--- src/rtl/ipa_pkg.sv ---
// constants shared by both ends of the interrupt acknowledge link
`default_nettype none
package ipa_pkg;
  // =====================================================
  // register map (byte addresses)
  localparam logic [7:0] IPA_ADDR_CTRL = 8'h00;
  localparam logic [7:0] IPA_ADDR_PIT = 8'h04;
  localparam logic [7:0] IPA_ADDR_VEC = 8'h08;
  localparam logic [7:0] IPA_ADDR_STAT = 8'h0C;
  // =====================================================
  // control register fields
  localparam int IPA_MASK_LSB = 5;
  localparam int IPA_PLVL_LSB = 8;
  localparam int IPA_ARB_LSB = 12;
  localparam int IPA_BMON_BIT = 16;
  localparam logic [2:0] IPA_MASK_RST = 3'h7;
  localparam logic [3:0] IPA_ARB_SIM_RST = 4'hF;
  localparam logic [3:0] IPA_ARB_MOD_RST = 4'h0;
  // =====================================================
  // status register fields
  localparam int IPA_ST_NMI_BIT = 7;
  localparam int IPA_ST_VEC_LSB = 8;
  localparam int IPA_ST_BUSY_BIT = 16;
  localparam int IPA_ST_SPUR_BIT = 17;
  // =====================================================
  // acknowledge cycle encoding
  localparam logic [2:0] IPA_FC_CPU = 3'h7;
  localparam logic [19:0] IPA_ADDR_HIGH = 20'hFFFFF;
  localparam logic [7:0] IPA_VEC_SPURIOUS = 8'h18;
  localparam logic [7:0] IPA_VEC_AUTO_BASE = 8'h18;
  localparam logic [7:0] IPA_VEC_PIT_RST = 8'h0F;
  localparam int IPA_VTAB_BYTES = 512;
  localparam int IPA_ARB_BITS = 4;
  // =====================================================
  // bus monitor timeout
  localparam int IPA_BMON_NS = 640;
  localparam int IPA_CLK_MHZ = 100;
  localparam int IPA_BMON_CYC = IPA_BMON_NS * IPA_CLK_MHZ / 1000;
  localparam logic [15:0] IPA_PIT_RST = 16'h0000;
endpackage
`default_nettype wire

--- src/rtl/ipa_link_if.sv ---
// link between the interrupt controller and a requesting source
`default_nettype none
interface ipa_link_if;
  logic [7:1] irq_n;
  logic iack;
  logic [2:0] iack_fc;
  logic [23:0] iack_addr;
  logic iack_ext;
  logic [1:0] arb_idx;
  logic arb_en;
  logic arb_bit;
  logic arb_res;
  logic arb_res_vld;
  logic arb_done;
  logic [7:0] vec_data;
  logic vec_valid;
  logic autovec;
  modport ctrl (
    input irq_n, arb_bit, vec_data, vec_valid, autovec,
    output iack, iack_fc, iack_addr, iack_ext, arb_idx, arb_en, arb_res, arb_res_vld,
    arb_done
  );
  modport src (
    output irq_n, arb_bit, vec_data, vec_valid, autovec,
    input iack, iack_fc, iack_addr, iack_ext, arb_idx, arb_en, arb_res, arb_res_vld,
    arb_done
  );
endinterface
`default_nettype wire

--- src/rtl/ipa_ctrl.sv ---
// interrupt recognition, acknowledge and arbitration controller
//
// The implementer's own choices: the APB register port and the address map.
`default_nettype none
// Function
// - seven request levels, seven highest
// - mask blocks levels at or below it
// - level seven ignores the mask
// - requests active low, held until acknowledge
// - level seven needs a falling edge
// - mask write under level seven re-requests
// - two consecutive falling-edge samples validate
// - pending requests taken at instruction boundary
// - highest unmasked level wins, not latched
// - acknowledge read carries level, loads mask
// - sources respond only to own level
// - serial four-bit contention, all ones highest
// - zero arbitration field gives spurious exception
// - integration field resets ones, others zero
// - always arbitrate; external only if integration wins; here when its field matches the result on bits 3:1 and result bit 0 is one
// - winner ends cycle, internal supplies vector
// - external replies vector, timeout gives spurious
// - chip-select matching only after external pass
// - internal modules use user vectors only
// - timer level field, zero disables timer
// - timer beats pins at same level
// - vector table in first 512 bytes
// - acknowledge drives function code and address ones
// - autovector request yields level autovector
module ipa_ctrl
  import ipa_pkg::*;
#(
  parameter int BMON_CYCLES = IPA_BMON_CYC
)(
  // clock and reset
  input wire logic I_CLK_SYS,
  input wire logic I_NRST,
  // apb slave
  input wire logic I_PSEL,
  input wire logic I_PENABLE,
  input wire logic I_PWRITE,
  input wire logic [7:0] I_PADDR,
  input wire logic [31:0] I_PWDATA,
  output logic [31:0] O_PRDATA,
  output logic O_PREADY,
  output logic O_PSLVERR,
  // processor core side
  input wire logic I_INSN_BOUNDARY,
  output logic O_VECTOR_VLD,
  output logic [7:0] O_VECTOR,
  output logic [8:0] O_VECTOR_ADDR,
  // link
  ipa_link_if.ctrl link
);
  initial
  begin
    if (BMON_CYCLES < 1 || BMON_CYCLES > 65535)
      $error("BMON_CYCLES out of range");
  end

  typedef enum {ST_IDLE, ST_ARB, ST_INT_WAIT, ST_EXT_WAIT} ipa_state_type;

  ipa_state_type state_reg;
  logic [7:1] samp_reg;
  logic [7:1] prev_reg;
  logic [7:1] valid_reg;
  logic nmi_reg;
  logic [2:0] mask_reg;
  logic [2:0] plvl_reg;
  logic [3:0] arb_reg;
  logic bmon_reg;
  logic [15:0] pit_per_reg;
  logic [15:0] pit_cnt_reg;
  logic pit_pend_reg;
  logic [7:0] pit_vec_reg;
  logic [2:0] lvl_reg;
  logic [1:0] bit_reg;
  logic phase_reg;
  logic in_reg;
  logic [3:0] won_reg;
  logic [15:0] tmo_reg;
  logic [7:0] last_vec_reg;
  logic spur_reg;
  logic [7:1] req_vec;
  logic [2:0] top_lvl;
  logic take;
  logic wr;
  logic rd_ok;
  logic mask_wr;
  logic ack_done;
  logic [7:0] done_vec;
  logic done_spur;
  logic pit_ack;

  // highest set request level
  function automatic logic [2:0] ipa_top(input logic [7:1] r);
    logic [2:0] t;
    t = 3'h0;
    for (int i = 1; i <= 7; i++)
      if (r[i])
        t = 3'(i);
    return t;
  endfunction

  // =====================================================
  // request sampling on falling edges
  always_ff @(negedge I_CLK_SYS or negedge I_NRST)
  begin
    if (!I_NRST)
    begin
      samp_reg <= 7'h00;
      prev_reg <= 7'h00;
    end
    else
    begin
      samp_reg <= ~link.irq_n;
      prev_reg <= samp_reg;
    end
  end

  always_ff @(posedge I_CLK_SYS or negedge I_NRST)
  begin
    if (!I_NRST)
      valid_reg <= 7'h00;
    else
      valid_reg <= samp_reg & prev_reg;
  end

  // =====================================================
  // request qualification
  assign wr = I_PSEL && I_PENABLE && I_PWRITE && !O_PREADY;
  assign mask_wr = wr && I_PADDR == IPA_ADDR_CTRL;
  always_comb
  begin
    req_vec = valid_reg;
    req_vec[7] = nmi_reg;
    if (plvl_reg != 3'h0 && pit_pend_reg)
      req_vec[plvl_reg] = 1'b1;
    for (int i = 1; i < 7; i++)
      if (3'(i) <= mask_reg)
        req_vec[i] = 1'b0;
  end
  assign top_lvl = ipa_top(req_vec);
  assign take = state_reg == ST_IDLE && I_INSN_BOUNDARY && top_lvl != 3'h0;
  assign pit_ack = ack_done && pit_pend_reg && plvl_reg == lvl_reg && in_reg
    && won_reg[3:1] == arb_reg[3:1];

  // level seven edge latch
  always_ff @(posedge I_CLK_SYS or negedge I_NRST)
  begin
    if (!I_NRST)
      nmi_reg <= 1'b0;
    else if ((valid_reg[7] && !(samp_reg[7] & prev_reg[7]) == 1'b0 && !valid_reg[7] == 1'b0
      && 1'b0) || (!valid_reg[7] && samp_reg[7] && prev_reg[7]))
      nmi_reg <= 1'b1;
    else if (mask_wr && valid_reg[7])
      nmi_reg <= 1'b1;
    else if (take && top_lvl == 3'h7)
      nmi_reg <= 1'b0;
  end

  // =====================================================
  // periodic tick timer
  always_ff @(posedge I_CLK_SYS or negedge I_NRST)
  begin
    if (!I_NRST)
    begin
      pit_cnt_reg <= IPA_PIT_RST;
      pit_pend_reg <= 1'b0;
    end
    else
    begin
      if (pit_per_reg == IPA_PIT_RST || pit_cnt_reg == pit_per_reg)
        pit_cnt_reg <= IPA_PIT_RST;
      else
        pit_cnt_reg <= pit_cnt_reg + 16'h0001;
      if (pit_per_reg != IPA_PIT_RST && pit_cnt_reg == pit_per_reg && plvl_reg != 3'h0)
        pit_pend_reg <= 1'b1;
      else if (pit_ack)
        pit_pend_reg <= 1'b0;
    end
  end

  // =====================================================
  // acknowledge cycle and contention
  always_ff @(posedge I_CLK_SYS or negedge I_NRST)
  begin
    if (!I_NRST)
    begin
      state_reg <= ST_IDLE;
      lvl_reg <= 3'h0;
      bit_reg <= 2'h0;
      phase_reg <= 1'b0;
      in_reg <= 1'b0;
      won_reg <= 4'h0;
      tmo_reg <= 16'h0000;
    end
    else
    begin
      case (state_reg)
        ST_IDLE:
        begin
          if (take)
          begin
            state_reg <= ST_ARB;
            lvl_reg <= top_lvl;
            bit_reg <= 2'(IPA_ARB_BITS - 1);
            phase_reg <= 1'b0;
            won_reg <= 4'h0;
            in_reg <= (valid_reg[top_lvl] && top_lvl != 3'h0)
              || (pit_pend_reg && plvl_reg == top_lvl) || (top_lvl == 3'h7);
          end
        end
        ST_ARB:
        begin
          phase_reg <= !phase_reg;
          if (phase_reg)
          begin
            won_reg[bit_reg] <= (in_reg & arb_reg[bit_reg]) | link.arb_bit;
            if (!arb_reg[bit_reg] && link.arb_bit)
              in_reg <= 1'b0;
            bit_reg <= bit_reg - 2'h1;
            if (bit_reg == 2'h0)
            begin
              tmo_reg <= 16'h0000;
              if (((in_reg & arb_reg[0]) | link.arb_bit) == 1'b0 && won_reg[3:1] == 3'h0)
                state_reg <= ST_IDLE;
              else if (in_reg && arb_reg[3:1] == won_reg[3:1]
                && !(pit_pend_reg && plvl_reg == lvl_reg))
                state_reg <= ST_EXT_WAIT;
              else if (in_reg && arb_reg[3:1] == won_reg[3:1])
                state_reg <= ST_IDLE;
              else
                state_reg <= ST_INT_WAIT;
            end
          end
        end
        ST_INT_WAIT, ST_EXT_WAIT:
        begin
          tmo_reg <= tmo_reg + 16'h0001;
          if (link.vec_valid || link.autovec
            || (bmon_reg && tmo_reg == 16'(BMON_CYCLES - 1)))
            state_reg <= ST_IDLE;
        end
        default:
          state_reg <= ST_IDLE;
      endcase
    end
  end

  // completion of the acknowledge cycle and its vector
  always_comb
  begin
    ack_done = 1'b0;
    done_spur = 1'b0;
    done_vec = IPA_VEC_SPURIOUS;
    if (state_reg == ST_ARB && phase_reg && bit_reg == 2'h0)
    begin
      if (((in_reg & arb_reg[0]) | link.arb_bit) == 1'b0 && won_reg[3:1] == 3'h0)
      begin
        ack_done = 1'b1;
        done_spur = 1'b1;
      end
      else if (in_reg && arb_reg[3:1] == won_reg[3:1] && pit_pend_reg && plvl_reg == lvl_reg)
      begin
        ack_done = 1'b1;
        done_vec = pit_vec_reg;
      end
    end
    else if (state_reg == ST_INT_WAIT || state_reg == ST_EXT_WAIT)
    begin
      if (link.autovec)
      begin
        ack_done = 1'b1;
        done_vec = IPA_VEC_AUTO_BASE + {5'h00, lvl_reg};
      end
      else if (link.vec_valid)
      begin
        ack_done = 1'b1;
        done_vec = link.vec_data;
      end
      else if (bmon_reg && tmo_reg == 16'(BMON_CYCLES - 1))
      begin
        ack_done = 1'b1;
        done_spur = 1'b1;
      end
    end
  end

  // link outputs
  always_ff @(posedge I_CLK_SYS or negedge I_NRST)
  begin
    if (!I_NRST)
    begin
      link.iack <= 1'b0;
      link.iack_fc <= 3'h0;
      link.iack_addr <= 24'h000000;
      link.iack_ext <= 1'b0;
      link.arb_idx <= 2'h0;
      link.arb_en <= 1'b0;
      link.arb_res <= 1'b0;
      link.arb_res_vld <= 1'b0;
      link.arb_done <= 1'b0;
    end
    else
    begin
      if (take)
      begin
        link.iack <= 1'b1;
        link.iack_fc <= IPA_FC_CPU;
        link.iack_addr <= {IPA_ADDR_HIGH, top_lvl, 1'b1};
      end
      else if (ack_done)
        link.iack <= 1'b0;
      link.arb_en <= take || (state_reg == ST_ARB && !(phase_reg && bit_reg == 2'h0));
      link.arb_idx <= take ? 2'(IPA_ARB_BITS - 1) : (phase_reg ? bit_reg - 2'h1 : bit_reg);
      link.arb_res_vld <= state_reg == ST_ARB && phase_reg;
      link.arb_res <= (in_reg & arb_reg[bit_reg]) | link.arb_bit;
      link.arb_done <= state_reg == ST_ARB && phase_reg && bit_reg == 2'h0;
      if (state_reg == ST_ARB && phase_reg && bit_reg == 2'h0 && in_reg
        && arb_reg[3:1] == won_reg[3:1] && !(pit_pend_reg && plvl_reg == lvl_reg)
        && ((in_reg & arb_reg[0]) | link.arb_bit))
        link.iack_ext <= 1'b1;
      else if (ack_done)
        link.iack_ext <= 1'b0;
    end
  end

  // core outputs
  always_ff @(posedge I_CLK_SYS or negedge I_NRST)
  begin
    if (!I_NRST)
    begin
      O_VECTOR_VLD <= 1'b0;
      O_VECTOR <= 8'h00;
      O_VECTOR_ADDR <= 9'h000;
      last_vec_reg <= 8'h00;
      spur_reg <= 1'b0;
    end
    else
    begin
      O_VECTOR_VLD <= ack_done;
      if (ack_done)
      begin
        O_VECTOR <= done_vec;
        O_VECTOR_ADDR <= 9'((IPA_VTAB_BYTES - 1) & {done_vec, 1'b0});
        last_vec_reg <= done_vec;
        spur_reg <= done_spur;
      end
    end
  end

  // =====================================================
  // apb registers
  assign rd_ok = I_PADDR == IPA_ADDR_CTRL || I_PADDR == IPA_ADDR_PIT
    || I_PADDR == IPA_ADDR_VEC || I_PADDR == IPA_ADDR_STAT;
  always_ff @(posedge I_CLK_SYS or negedge I_NRST)
  begin
    if (!I_NRST)
    begin
      mask_reg <= IPA_MASK_RST;
      plvl_reg <= 3'h0;
      arb_reg <= IPA_ARB_SIM_RST;
      bmon_reg <= 1'b1;
      pit_per_reg <= IPA_PIT_RST;
      pit_vec_reg <= IPA_VEC_PIT_RST;
    end
    else
    begin
      if (take)
        mask_reg <= top_lvl;
      else if (mask_wr)
        mask_reg <= I_PWDATA[IPA_MASK_LSB +: 3];
      if (mask_wr)
      begin
        plvl_reg <= I_PWDATA[IPA_PLVL_LSB +: 3];
        arb_reg <= I_PWDATA[IPA_ARB_LSB +: 4];
        bmon_reg <= I_PWDATA[IPA_BMON_BIT];
      end
      if (wr && I_PADDR == IPA_ADDR_PIT)
        pit_per_reg <= I_PWDATA[15:0];
      if (wr && I_PADDR == IPA_ADDR_VEC)
        pit_vec_reg <= I_PWDATA[7:0];
    end
  end

  always_ff @(posedge I_CLK_SYS or negedge I_NRST)
  begin
    if (!I_NRST)
    begin
      O_PREADY <= 1'b0;
      O_PSLVERR <= 1'b0;
      O_PRDATA <= 32'h00000000;
    end
    else
    begin
      O_PREADY <= I_PSEL && I_PENABLE && !O_PREADY;
      O_PSLVERR <= I_PSEL && I_PENABLE && !O_PREADY && !rd_ok;
      O_PRDATA <= 32'h00000000;
      if (I_PSEL && I_PENABLE && !O_PREADY && !I_PWRITE)
      begin
        case (I_PADDR)
          IPA_ADDR_CTRL:
            O_PRDATA <= 32'({bmon_reg, arb_reg, 1'b0, plvl_reg, mask_reg, 5'h00});
          IPA_ADDR_PIT:
            O_PRDATA <= {16'h0000, pit_per_reg};
          IPA_ADDR_VEC:
            O_PRDATA <= {24'h000000, pit_vec_reg};
          IPA_ADDR_STAT:
            O_PRDATA <= 32'({spur_reg, state_reg != ST_IDLE, last_vec_reg, nmi_reg,
              valid_reg});
          default:
            O_PRDATA <= 32'h00000000;
        endcase
      end
    end
  end
endmodule
`default_nettype wire

--- src/flat_wrapper.sv ---
// flat-port wrapper written by rule: the top's interface ports become plain ports
module ipa_ctrl_flat import ipa_pkg::*;
#(
  parameter int BMON_CYCLES = IPA_BMON_CYC
)
  (I_CLK_SYS, I_NRST, I_PSEL, I_PENABLE, I_PWRITE, I_PADDR, I_PWDATA, O_PRDATA, O_PREADY, O_PSLVERR, I_INSN_BOUNDARY, O_VECTOR_VLD, O_VECTOR, O_VECTOR_ADDR, link_irq_n, link_arb_bit, link_vec_data, link_vec_valid, link_autovec, link_iack, link_iack_fc, link_iack_addr, link_iack_ext, link_arb_idx, link_arb_en, link_arb_res, link_arb_res_vld, link_arb_done);
  ipa_link_if link_i ();
  input wire logic I_CLK_SYS;
  input wire logic I_NRST;
  input wire logic I_PSEL;
  input wire logic I_PENABLE;
  input wire logic I_PWRITE;
  input wire logic [7:0] I_PADDR;
  input wire logic [31:0] I_PWDATA;
  output logic [31:0] O_PRDATA;
  output logic O_PREADY;
  output logic O_PSLVERR;
  input wire logic I_INSN_BOUNDARY;
  output logic O_VECTOR_VLD;
  output logic [7:0] O_VECTOR;
  output logic [8:0] O_VECTOR_ADDR;
  input wire logic [$bits(link_i.irq_n)-1:0] link_irq_n;
  input wire logic [$bits(link_i.arb_bit)-1:0] link_arb_bit;
  input wire logic [$bits(link_i.vec_data)-1:0] link_vec_data;
  input wire logic [$bits(link_i.vec_valid)-1:0] link_vec_valid;
  input wire logic [$bits(link_i.autovec)-1:0] link_autovec;
  output wire logic [$bits(link_i.iack)-1:0] link_iack;
  output wire logic [$bits(link_i.iack_fc)-1:0] link_iack_fc;
  output wire logic [$bits(link_i.iack_addr)-1:0] link_iack_addr;
  output wire logic [$bits(link_i.iack_ext)-1:0] link_iack_ext;
  output wire logic [$bits(link_i.arb_idx)-1:0] link_arb_idx;
  output wire logic [$bits(link_i.arb_en)-1:0] link_arb_en;
  output wire logic [$bits(link_i.arb_res)-1:0] link_arb_res;
  output wire logic [$bits(link_i.arb_res_vld)-1:0] link_arb_res_vld;
  output wire logic [$bits(link_i.arb_done)-1:0] link_arb_done;
  assign link_i.irq_n = link_irq_n;
  assign link_i.arb_bit = link_arb_bit;
  assign link_i.vec_data = link_vec_data;
  assign link_i.vec_valid = link_vec_valid;
  assign link_i.autovec = link_autovec;
  assign link_iack = link_i.iack;
  assign link_iack_fc = link_i.iack_fc;
  assign link_iack_addr = link_i.iack_addr;
  assign link_iack_ext = link_i.iack_ext;
  assign link_arb_idx = link_i.arb_idx;
  assign link_arb_en = link_i.arb_en;
  assign link_arb_res = link_i.arb_res;
  assign link_arb_res_vld = link_i.arb_res_vld;
  assign link_arb_done = link_i.arb_done;
  ipa_ctrl #(.BMON_CYCLES(BMON_CYCLES)) u_core (.I_CLK_SYS(I_CLK_SYS), .I_NRST(I_NRST), .I_PSEL(I_PSEL), .I_PENABLE(I_PENABLE), .I_PWRITE(I_PWRITE), .I_PADDR(I_PADDR), .I_PWDATA(I_PWDATA), .O_PRDATA(O_PRDATA), .O_PREADY(O_PREADY), .O_PSLVERR(O_PSLVERR), .I_INSN_BOUNDARY(I_INSN_BOUNDARY), .O_VECTOR_VLD(O_VECTOR_VLD), .O_VECTOR(O_VECTOR), .O_VECTOR_ADDR(O_VECTOR_ADDR), .link(link_i));
endmodule
--- config.mk ---
export PLATFORM = sky130hd
export DESIGN_NAME = ipa_ctrl_flat
export DESIGN_NICKNAME = d
export VERILOG_FILES = /design/src/rtl/ipa_pkg.sv /design/src/rtl/ipa_link_if.sv /design/src/rtl/ipa_ctrl.sv /design/src/flat_wrapper.sv
export SDC_FILE = /design/constraint.sdc
export NUM_CORES = 1
export LEC_CHECK = 0
export ABC_AREA = 1
export BUFFER_PORTS_ARGS = -buffer_cell sky130_fd_sc_hd__buf_2
export CAP_MARGIN = 20
export CELL_PAD_IN_SITES_DETAIL_PLACEMENT = 1
export CELL_PAD_IN_SITES_GLOBAL_PLACEMENT = 2
export CORE_MARGIN = 3
export CORE_UTILIZATION = 32
export CTS_CLUSTER_DIAMETER = 120
export DETAILED_ROUTE_END_ITERATION = 8
export HOLD_SLACK_MARGIN = 0.08
export PLACE_DENSITY = 0.88
export RECOVER_POWER = 25
export SKIP_LAST_GASP = 1
export SLEW_MARGIN = 0
export SYNTH_ARGS = -nofsm -noshare
export SYNTH_HDL_FRONTEND = slang
export SYNTH_SLANG_ARGS = --single-unit
--- constraint.sdc ---
create_clock -name I_CLK_SYS -period 2.5 [get_ports I_CLK_SYS]
set_input_delay 0 -clock I_CLK_SYS [delete_from_list [all_inputs] [get_ports I_CLK_SYS]]
set_output_delay 0 -clock I_CLK_SYS [all_outputs]
set_load 0.01 [all_outputs]
==> results of run 1 <==
==> cell usage after synthesis, types with 7 or more instances <==
cell type / n
sky130_fd_sc_hd__o21ai_0: 55
sky130_fd_sc_hd__inv_1: 94
sky130_fd_sc_hd__xnor2_1: 11
sky130_fd_sc_hd__inv_2: 9
sky130_fd_sc_hd__nor2_1: 61
sky130_fd_sc_hd__clkbuf_1: 10
sky130_fd_sc_hd__dfrtp_1: 118
sky130_fd_sc_hd__dfrtn_1: 14
sky130_fd_sc_hd__o21ai_1: 8
sky130_fd_sc_hd__a31oi_1: 11
sky130_fd_sc_hd__nand3_1: 40
sky130_fd_sc_hd__nand4_1: 10
sky130_fd_sc_hd__a21oi_1: 28
sky130_fd_sc_hd__nor4_1: 7
sky130_fd_sc_hd__nor3_1: 12
sky130_fd_sc_hd__buf_4: 47
sky130_fd_sc_hd__dfstp_2: 12
sky130_fd_sc_hd__nand2_1: 196
sky130_fd_sc_hd__nor2_2: 10
==> worst max-delay path by stage <==
stage	to	start	slack [ns]
2_1_floorplan	u_core.nmi_reg	u_core.samp_reg[7]	0.53
3_3_place_gp	u_core.tmo_reg[15]	u_core.bit_reg[0]	0.43
3_5_place_dp	u_core.tmo_reg[15]	u_core.bit_reg[0]	0.38
4_1_cts	u_core.O_VECTOR[2]	u_core.arb_reg[2]	0.03
5_1_grt	u_core.O_VECTOR[2]	u_core.tmo_reg[0]	-0.16
6_report	u_core.O_VECTOR[2]	u_core.tmo_reg[0]	0.09
==> worst min-delay path, delay by kind of cell <==
family                 cells  cell delay [ns]
AOI/OAI and AO/OA          1             0.07
buffers and inverters      1             0.08
and+or+nand+nor            4             0.32
==> cells by family (layout without fill, tap and decap cells) <==
logic type      after synthesis  after routing  synth area share [%]
flops                       144            144                  51.5
compound gates              124            124                  9.89
other cells                   1             15                0.0534
xor+xnor                     17             17                  2.12
mux                           1              1                 0.160
simple gates                367            367                  23.5
fa+ha+maj                     6              6                  1.07
buf+inv                     167            308                  11.7
==> through the flow <==
stage	power (mW)	hold WS (ns)	setup TNS (ns)	util, %
2_1_floorplan	4.23	-0.296	0	-
3_3_place_gp	4.78	-0.119	0	36.1
3_5_place_dp	4.83	-0.117	0	36.1
4_1_cts	7.58	0.0869	0	41.0
5_1_grt	8.00	0.128	-0.161	40.8
6_report	7.49	0.104	0	40.8
==> layout by cell type, fill, tap and decap left out, types with 6 or more instances in the layout <==
cell type | synthesis | routed
sky130_fd_sc_hd__nand2_1 | 196 | 196
sky130_fd_sc_hd__dfrtp_1 | 118 | 118
sky130_fd_sc_hd__inv_1 | 94 | 94
sky130_fd_sc_hd__buf_2 | 2 | 92
sky130_fd_sc_hd__nor2_1 | 61 | 60
sky130_fd_sc_hd__o21ai_0 | 55 | 55
sky130_fd_sc_hd__dlygate4sd3_1 | 0 | 43
sky130_fd_sc_hd__nand3_1 | 40 | 40
sky130_fd_sc_hd__clkbuf_1 | 10 | 29
sky130_fd_sc_hd__a21oi_1 | 28 | 28
sky130_fd_sc_hd__clkbuf_16 | 0 | 22
sky130_fd_sc_hd__conb_1 | 1 | 15
sky130_fd_sc_hd__dfrtn_1 | 14 | 14
sky130_fd_sc_hd__dfstp_2 | 12 | 12
sky130_fd_sc_hd__nor2_2 | 10 | 11
sky130_fd_sc_hd__a31oi_1 | 11 | 11
sky130_fd_sc_hd__nor3_1 | 12 | 11
sky130_fd_sc_hd__xnor2_1 | 11 | 11
sky130_fd_sc_hd__nand4_1 | 10 | 10
sky130_fd_sc_hd__inv_2 | 9 | 9
sky130_fd_sc_hd__o21ai_1 | 8 | 8
sky130_fd_sc_hd__nor4_1 | 7 | 7
sky130_fd_sc_hd__xor2_1 | 6 | 6
sky130_fd_sc_hd__ha_1 | 6 | 6
==> power by group through the flow <==
stage / logic (mW) / clock network (mW) / registers (mW)
floorplan: 1.21 / 0 / 3.02
global placement: 1.72 / 0 / 3.06
detailed placement: 1.76 / 0 / 3.07
CTS: 1.87 / 2.68 / 3.03
global route: 2.11 / 2.81 / 3.08
finish: 1.85 / 2.61 / 3.03
==> routing by layer <==
metal	wire length (um)	GRT usage [%]
met5	0	0
met1	9310	23.0
met2	9610	28.7
met4	500	5.80
met3	1060	3.57
==> what timing repair did <==
item	CTS	global route
setup endpoints to repair	0	4
hold endpoints to repair	173	0
hold buffers	43	0
buffers inserted	0	0
resized for setup	0	3
==> final cells by class <==
cell class              instances  area (um2)
clock inverters                 8        55.1
flip-flops and latches        144        3620
well taps                     275         344
fillers                      2576       12600
clock buffers                  24         568
inverters                     106         398
repair buffers                170        1060
multi-input cells             530        2640
==> summary.md, run 1 <==
| Metric | Value |
|---|---|
| Number of placed instances with taps included | 1182 |
| Final cycle utilization of the critical path | 96.5% |
| Clock buffer depth | 2 |
| Post-synthesis sequential area ratio | 51.5% |
| Max FFs per register | 18 |
| Critical Path Sink Type | flop |
| Total of max-cap violations | 0 |
| Sum of buffers and inverters on the critical path | 2 |
| Post-layout instance area | 8690 um2 |
| Crit-path most repeated cell | sky130_fd_sc_hd__nand2_1 |
| Internal Pwr Total | 4.97 mW |
| Reg-to-Reg End | u_core.O_VECTOR[2] |
| Cell chain of the critical path | ha_1 -> nand3_1 -> nor2_1 -> and3_1 -> nand4_1 -> nand2_1 -> nand2_1 -> nand2_2 -> inv_2 -> nand2_1 -> nand4_1 -> dlygate4sd3_1 |
| Number of enable-type register cells in the synthesized netlist | 0 |
| Maximum net fanout on the critical path | 14 |
| FF-to-FF setup slack | 0.09 ns |
| Max stage delay on crit path | 0.57 ns |
| Area growth from synthesis to final layout | 23.8% |
| Detailed-routing iteration count for the pre-antenna-repair pass | 4 |
| Fraction of synthesized cell area taken by the top area cell type | 42.1% |
| Worst Path Arrival | 2.72 ns |
| Count of clock tree sinks | 144 |
| Total I/O pin count | 151 |
| Maximum clock rate | 414 MHz |
| Clk pwr share | 34.9% |
| ANT cells | 0 |
| Sequential power share | 40.4% |
| Number of antenna violations at the first check in global routing | 0 |
| Initial Util | 33.0% |
| CTS H-tree depth | 4 |
| Unique cell type count in the Yosys netlist | 50 |
| Max-Slew Margin vs Limit | 23.2% |
| Combinational share of power | 24.7% |
| CP max stage cell | sky130_fd_sc_hd__dlygate4sd3_1 |
| Fin nets | 1039 |
| Row count | 53 |
| Logic depth of the worst path, buffers included | 12 |
| Total global routing overflow | 0 |
| P_leak | 4.17 nW |
| Count of nets left with antenna violations after detail routing | 0 |
| Worst slack at placement | 0.383 ns |
| Hold-critical path depth | 6 |
| Net switching component of the power | 2.52 mW |
| Final setup violation count | 0 |
| Highest ir drop seen on vdd | 461 uV |
| DP Wirelength | 14800 um |
| Worst reg2reg startpoint | u_core.tmo_reg[0] |
| Total number of yosys warnings | 0 |
| Leading post-synthesis cells by cell area | sky130_fd_sc_hd__dfrtp_1 (42%), sky130_fd_sc_hd__nand2_1 (10%), sky130_fd_sc_hd__buf_4 (5.0%) |
| Count of state elements after synthesis | 144 |
| Endpoint required time on the critical path | 2.80 ns |
| Cell area reported after detailed placement | 7680 um2 |
| First DRT Iteration DRCs | 232 |
| Total Routed Length | 20500 um |
| DR vias | 5924 |
| Switching Share | 33.6% |
| Mapped Cells | 827 |
| Routed via count divided by cell count | 4.71 |
| Die extent in y | 154 um |
| Critical setup path kind | reg2reg |
| Final critical-path required period | 2.41 ns |
| Ys flop type | sky130_fd_sc_hd__dfrtp_1 |
| Die span in x | 154 um |
| Global-route usage over all layers | 17.4% |
| Number of buffers added by the clock tree synthesis step | 17 |
| Final weighted congestion in routability-driven placement | 0.812 |
| Global-route wire length before repair | 32800 um |
| Clock transition at the registers of the reported paths | 0.06 ns |
| Largest reg by FF count | u_core.O_PRDATA |
| Number of global-route vias before repair | 6122 |
| Hold wc startpoint | I_PADDR[4] |
| Tightest Hold Check Type | in2reg |
| Synth area leader | sky130_fd_sc_hd__dfrtp_1 |
| Avg WL per Cell | 16.3 um |
| Die Outline Area | 23800 um2 |
| RSZ-0062 raised after global routing | true |
| Mean post-synth cell area | 8.49 um2 |
| Root Buffer | sky130_fd_sc_hd__clkbuf_16 |
| TritonCTS clock tree | yes |
| PnR worst setup slack | 0.0870 ns |
| Final worst clock skew | 0.0240 ns |
| Port-buffer cells | 120 |
| Clock insertion delay at the later pin of the skew report | 0.42 ns |
| Number of remaining DRC errors | 0 |
| Count of final max-slew check failures | 0 |
| Endpoints failing hold | 0 |
| Outcome | completed |
| Share of synthesized registers carrying an async set or reset | 100% |
| Setup crit start kind | flop |
| Total standard cell area after synthesis | 7020 um2 |
| Gate family responsible for the most delay along the worst path | simple AND/OR/NAND/NOR gates |
| Worst-Margin Slew | 1.15 ns |
| Worst hold endpoint | u_core.O_PRDATA[13] |
| Cell Count, Final, Fillers Out | 1257 |
| Logic depth of the worst register-to-register path | 12 |
| Layout cell share with drive strength beyond 1 | 19.1% |
| Floorplan Core Area | 21300 um2 |
| Power density over the cells | 862 nW/um2 |
| Pin count of the biggest net entering global routing | 119 |
No activity file was read; power rests on OpenSTA's default activity.
==> inputs of run 2 (changes only) <==
--- a/config.mk
+++ b/config.mk
@@ -5,17 +5,16 @@
 export SDC_FILE = /design/constraint.sdc
 export NUM_CORES = 1
 export LEC_CHECK = 0
-export ABC_AREA = 1
 export BUFFER_PORTS_ARGS = -buffer_cell sky130_fd_sc_hd__buf_2
 export CAP_MARGIN = 20
 export CELL_PAD_IN_SITES_DETAIL_PLACEMENT = 1
 export CELL_PAD_IN_SITES_GLOBAL_PLACEMENT = 2
 export CORE_MARGIN = 3
-export CORE_UTILIZATION = 32
+export CORE_UTILIZATION = 35
 export CTS_CLUSTER_DIAMETER = 120
 export DETAILED_ROUTE_END_ITERATION = 8
 export HOLD_SLACK_MARGIN = 0.08
-export PLACE_DENSITY = 0.88
+export PLACE_DENSITY = 0.89
 export RECOVER_POWER = 25
 export SKIP_LAST_GASP = 1
 export SLEW_MARGIN = 0
==> run 2 against run 1 <==
Against the previous run: synthesized area decreased by 0.43%; sequential share of layout area increased by 0.40 points; register-to-register slack improved by 0.09 ns; clock power decreased by 4%; count of clock-buffer cells in the layout decreased by 5; critical path type is now in2reg; critical endpoint is now u_core.pit_per_reg[5]; highest routed layer unchanged.
==> summary.md, run 2 <==
| Metric | Value |
|---|---|
| Outcome | completed |
| Die Outline Area | 21700 um2 (-8.6%) |
| Max stage delay on crit path | 0.56 ns (about the same) |
| Worst reg2reg startpoint | u_core.plvl_reg[1] |
| FF-to-FF setup slack | 0.18 ns (+0.09 ns) |
| Count of state elements after synthesis | 144 (unchanged) |
| Die span in x | 147 um (-4.4%) |
| Share of synthesized registers carrying an async set or reset | 100% (unchanged) |
| Cell chain of the critical path | dlygate4sd3_1 -> buf_2 -> nand2_1 -> dlygate4sd3_1 -> nor2_1 -> nand3_4 -> nor3b_4 -> buf_12 -> mux2_2 |
| Final setup violation count | 0 (unchanged) |
| Worst hold endpoint | u_core.O_VECTOR[0] |
| Area growth from synthesis to final layout | 23.1% |
| TritonCTS clock tree | yes |
| Endpoint required time on the critical path | 2.81 ns (about the same) |
| Worst Path Arrival | 2.67 ns (-0.05 ns) |
| First DRT Iteration DRCs | 244 (+5.2%) |
| Leading cell type in the layout, fill and taps excluded | sky130_fd_sc_hd__buf_2 |
| Clock insertion delay at the later pin of the skew report | 0.42 ns (about the same) |
| Number of antenna violations at the first check in global routing | 0 (unchanged) |
| Final worst clock skew | 0.0286 ns (+0.00460 ns) |
| Reg-to-Reg End | u_core.nmi_reg |
| Logic depth of the worst register-to-register path | 6 (-6) |
| Fraction of synthesized cell area taken by the top area cell type | 42.2% (+0.18 points) |
| Number of global-route vias before repair | 5643 (-7.8%) |
| Setup crit start kind | input port |
| Power density over the cells | 815 nW/um2 (-5.5%) |
| Post-synthesis sequential area ratio | 51.8% (+0.22 points) |
| Row count | 51 (-3.8%) |
| Cell with the most instances after synthesis | sky130_fd_sc_hd__dfrtp_1 |
| Maximum net fanout on the critical path | 12 (-2) |
| Total number of yosys warnings | 0 (unchanged) |
| Ranking of synthesized cells by instance count | sky130_fd_sc_hd__dfrtp_1 (118), sky130_fd_sc_hd__nor2_1 (65), sky130_fd_sc_hd__buf_4 (49) |
| Global-route usage over all layers | 18.6% (+1.2 points) |
| Commonest cells after routing, fill and taps aside | sky130_fd_sc_hd__buf_2 (119), sky130_fd_sc_hd__dfrtp_1 (118), sky130_fd_sc_hd__nor2_1 (65), sky130_fd_sc_hd__xnor2_1 (38) |
| Final weighted congestion in routability-driven placement | 0.823 (+1.4%) |
| Number of enable-type register cells in the synthesized netlist | 0 (unchanged) |
| Final critical-path required period | 2.36 ns (-0.0516 ns) |
| Mapped Cells | 625 (-24%) |
| Total Routed Length | 19900 um (-2.9%) |
| Global-route wire length before repair | 31500 um (-3.9%) |
| Number of buffers added by the clock tree synthesis step | 17 (unchanged) |
| Total global routing overflow | 0 (unchanged) |
| Floorplan Core Area | 19500 um2 (-8.3%) |
| Detailed-routing iteration count for the pre-antenna-repair pass | 4 (unchanged) |
| Tightest Hold Check Type | in2reg |
| Clock transition at the registers of the reported paths | 0.06 ns (about the same) |
| Layout cell share with drive strength beyond 1 | 29.7% (+11 points) |
| Endpoints failing hold | 0 (unchanged) |
| Leading post-synthesis cells by cell area | sky130_fd_sc_hd__dfrtp_1 (42%), sky130_fd_sc_hd__mux2_2 (5.8%), sky130_fd_sc_hd__buf_4 (5.3%) |
| CTS H-tree depth | 4 (unchanged) |
| Initial Util | 35.8% (+2.8 points) |
| P_leak | 3.99 nW (-4.3%) |
| CP max stage cell | sky130_fd_sc_hd__dlygate4sd3_1 |
| Hold-critical path depth | 4 (-2) |
| Fin nets | 836 (-20%) |
| Number of remaining DRC errors | 0 (unchanged) |
| RSZ-0062 raised after global routing | false |
| Count of clock tree sinks | 144 (unchanged) |
| Max-Slew Margin vs Limit | 23.1% (-0.047 points) |
| Count of nets left with antenna violations after detail routing | 0 (unchanged) |
| Power consumption | 7.01 mW (-6.4%) |
| Port-buffer cells | 120 (unchanged) |
| Pin count of the biggest net entering global routing | 45 (-62%) |
| Worst-Margin Slew | 1.15 ns (+0.000700 ns) |
| Largest reg by FF count | u_core.O_PRDATA |
| Clock buffer depth | 2 (unchanged) |
| Highest ir drop seen on vdd | 420 uV (-8.8%) |
| Total of max-cap violations | 0 (unchanged) |
| Aggregate negative setup slack | 0 ns (unchanged) |
| Gate family responsible for the most delay along the worst path | buffers and inverters |
| Sum of buffers and inverters on the critical path | 4 (+2) |
| Synth area leader | sky130_fd_sc_hd__dfrtp_1 |
| Crit-path most repeated cell | sky130_fd_sc_hd__dlygate4sd3_1 |
| Critical setup path kind | in2reg |
| Maximum clock rate | 423 MHz (+2.2%) |
| Count of final max-slew check failures | 0 (unchanged) |
| Total I/O pin count | 151 (unchanged) |
| DR vias | 5221 (-12%) |
| Mean post-synth cell area | 11.2 um2 (+32%) |
| Ys flop type | sky130_fd_sc_hd__dfrtp_1 |
| Buffer count from post-CTS setup fixing | 0 (unchanged) |
| Unique cell type count in the Yosys netlist | 64 (+28%) |
| DP Wirelength | 13800 um (-6.9%) |
| Worst setup path startpoint | I_PSEL |
| Hold wc startpoint | link_autovec |
| ANT cells | 0 (unchanged) |
| Final cycle utilization of the critical path | 94.5% (-2.1 points) |
| Max FFs per register | 18 (unchanged) |
| Root Buffer | sky130_fd_sc_hd__clkbuf_16 |
| Die extent in y | 147 um (-4.4%) |
| Avg WL per Cell | 19.0 um (+17%) |
| Critical Path Sink Type | flop |
| Total standard cell area after synthesis | 6990 um2 (-0.43%) |
| Routed via count divided by cell count | 5.00 (+6.1%) |
## run 2: cell types whose count changed after synthesis, sizes merged, moves of 8 or more
cell,delta
o21ai,-50
a31oi,-10
a22oi,+14
nand2,-172
xnor2,+27
mux2,+45
and2,+9
inv,-80
and3,+8
a21o,+8
nand3,-29
nor2,-8
a21oi,-12
nor2b,+16
## run 2: layout make-up
class	instances	area (um2)
clock buffer	19	443
clock inverter	13	139
fill	2200	10900
inverter	23	86.3
multi-input combinational	406	2890
sequential	144	3620
tap	265	332
timing repair buffer	174	1100
## run 2: cells by family after synthesis
kind of cell,count (synthesis),share of synthesized area (%)
flops,144,51.8
fa+ha+maj,6,1.07
simple gates,194,15.0
mux,53,9.13
xor+xnor,49,6.14
buf+inv,89,7.75
compound gates,89,9.11
other cells,1,0.0536
## run 2: repair_timing
item / in CTS / in global routing
endpoints found under the setup margin: 0 / 4
hold buffers: 36 / 0
resized for setup: 0 / 1
hold endpoints to repair: 171 / 0
## run 2: layer usage
layer  global-route usage (%)  wire [um]  up-vias
li1                         -          -     2394
met1                     22.8       8270     2645
met2                     32.1       9880      152
met3                     4.75       1290       30
met4                     6.48        451        0
met5                        0          0        -
## run 2: where the power goes
part / internal (mW) / total (mW) / switching [mW]
sequential: 2.65 / 3.00 / 0.352
combinational: 0.693 / 1.50 / 0.812
clock: 1.49 / 2.51 / 1.01
total: 4.84 / 7.01 / 2.18
## run 2: worst max-delay path by stage
stage / cells after the start / endpoint / slack [ns]
after floorplan: 3 / u_core.nmi_reg / 0.32
after global placement: 6 / u_core.nmi_reg / 0.17
after detailed placement: 6 / u_core.nmi_reg / 0.15
after CTS: 6 / u_core.lvl_reg[1] / 0.13
after global routing: 6 / u_core.lvl_reg[1] / 0.04
final: 9 / u_core.pit_per_reg[5] / 0.14
## run 2: metrics by stage
stage | utilization (%) | setup WS (ns) | cell area, um2 | hold WS, ns | instances
finish | 44.1 | 0.139 | 8610 | 0.101 | 1044
global placement | 39.3 | 0.167 | 7670 | -0.141 | 976
floorplan | - | 0.321 | 7040 | -0.296 | 639
global route | 44.1 | 0.0374 | 8610 | 0.116 | 1044
detailed placement | 39.3 | 0.150 | 7670 | -0.133 | 976
CTS | 44.1 | 0.133 | 8620 | 0.0965 | 1044
## run 2: worst min-delay path, delay by kind of cell
kind,cells,cell delay (ns)
AO/OA/AOI/OAI,2,0.22
buffers and inverters,1,0.14
AND/OR/NAND/NOR,1,0.13
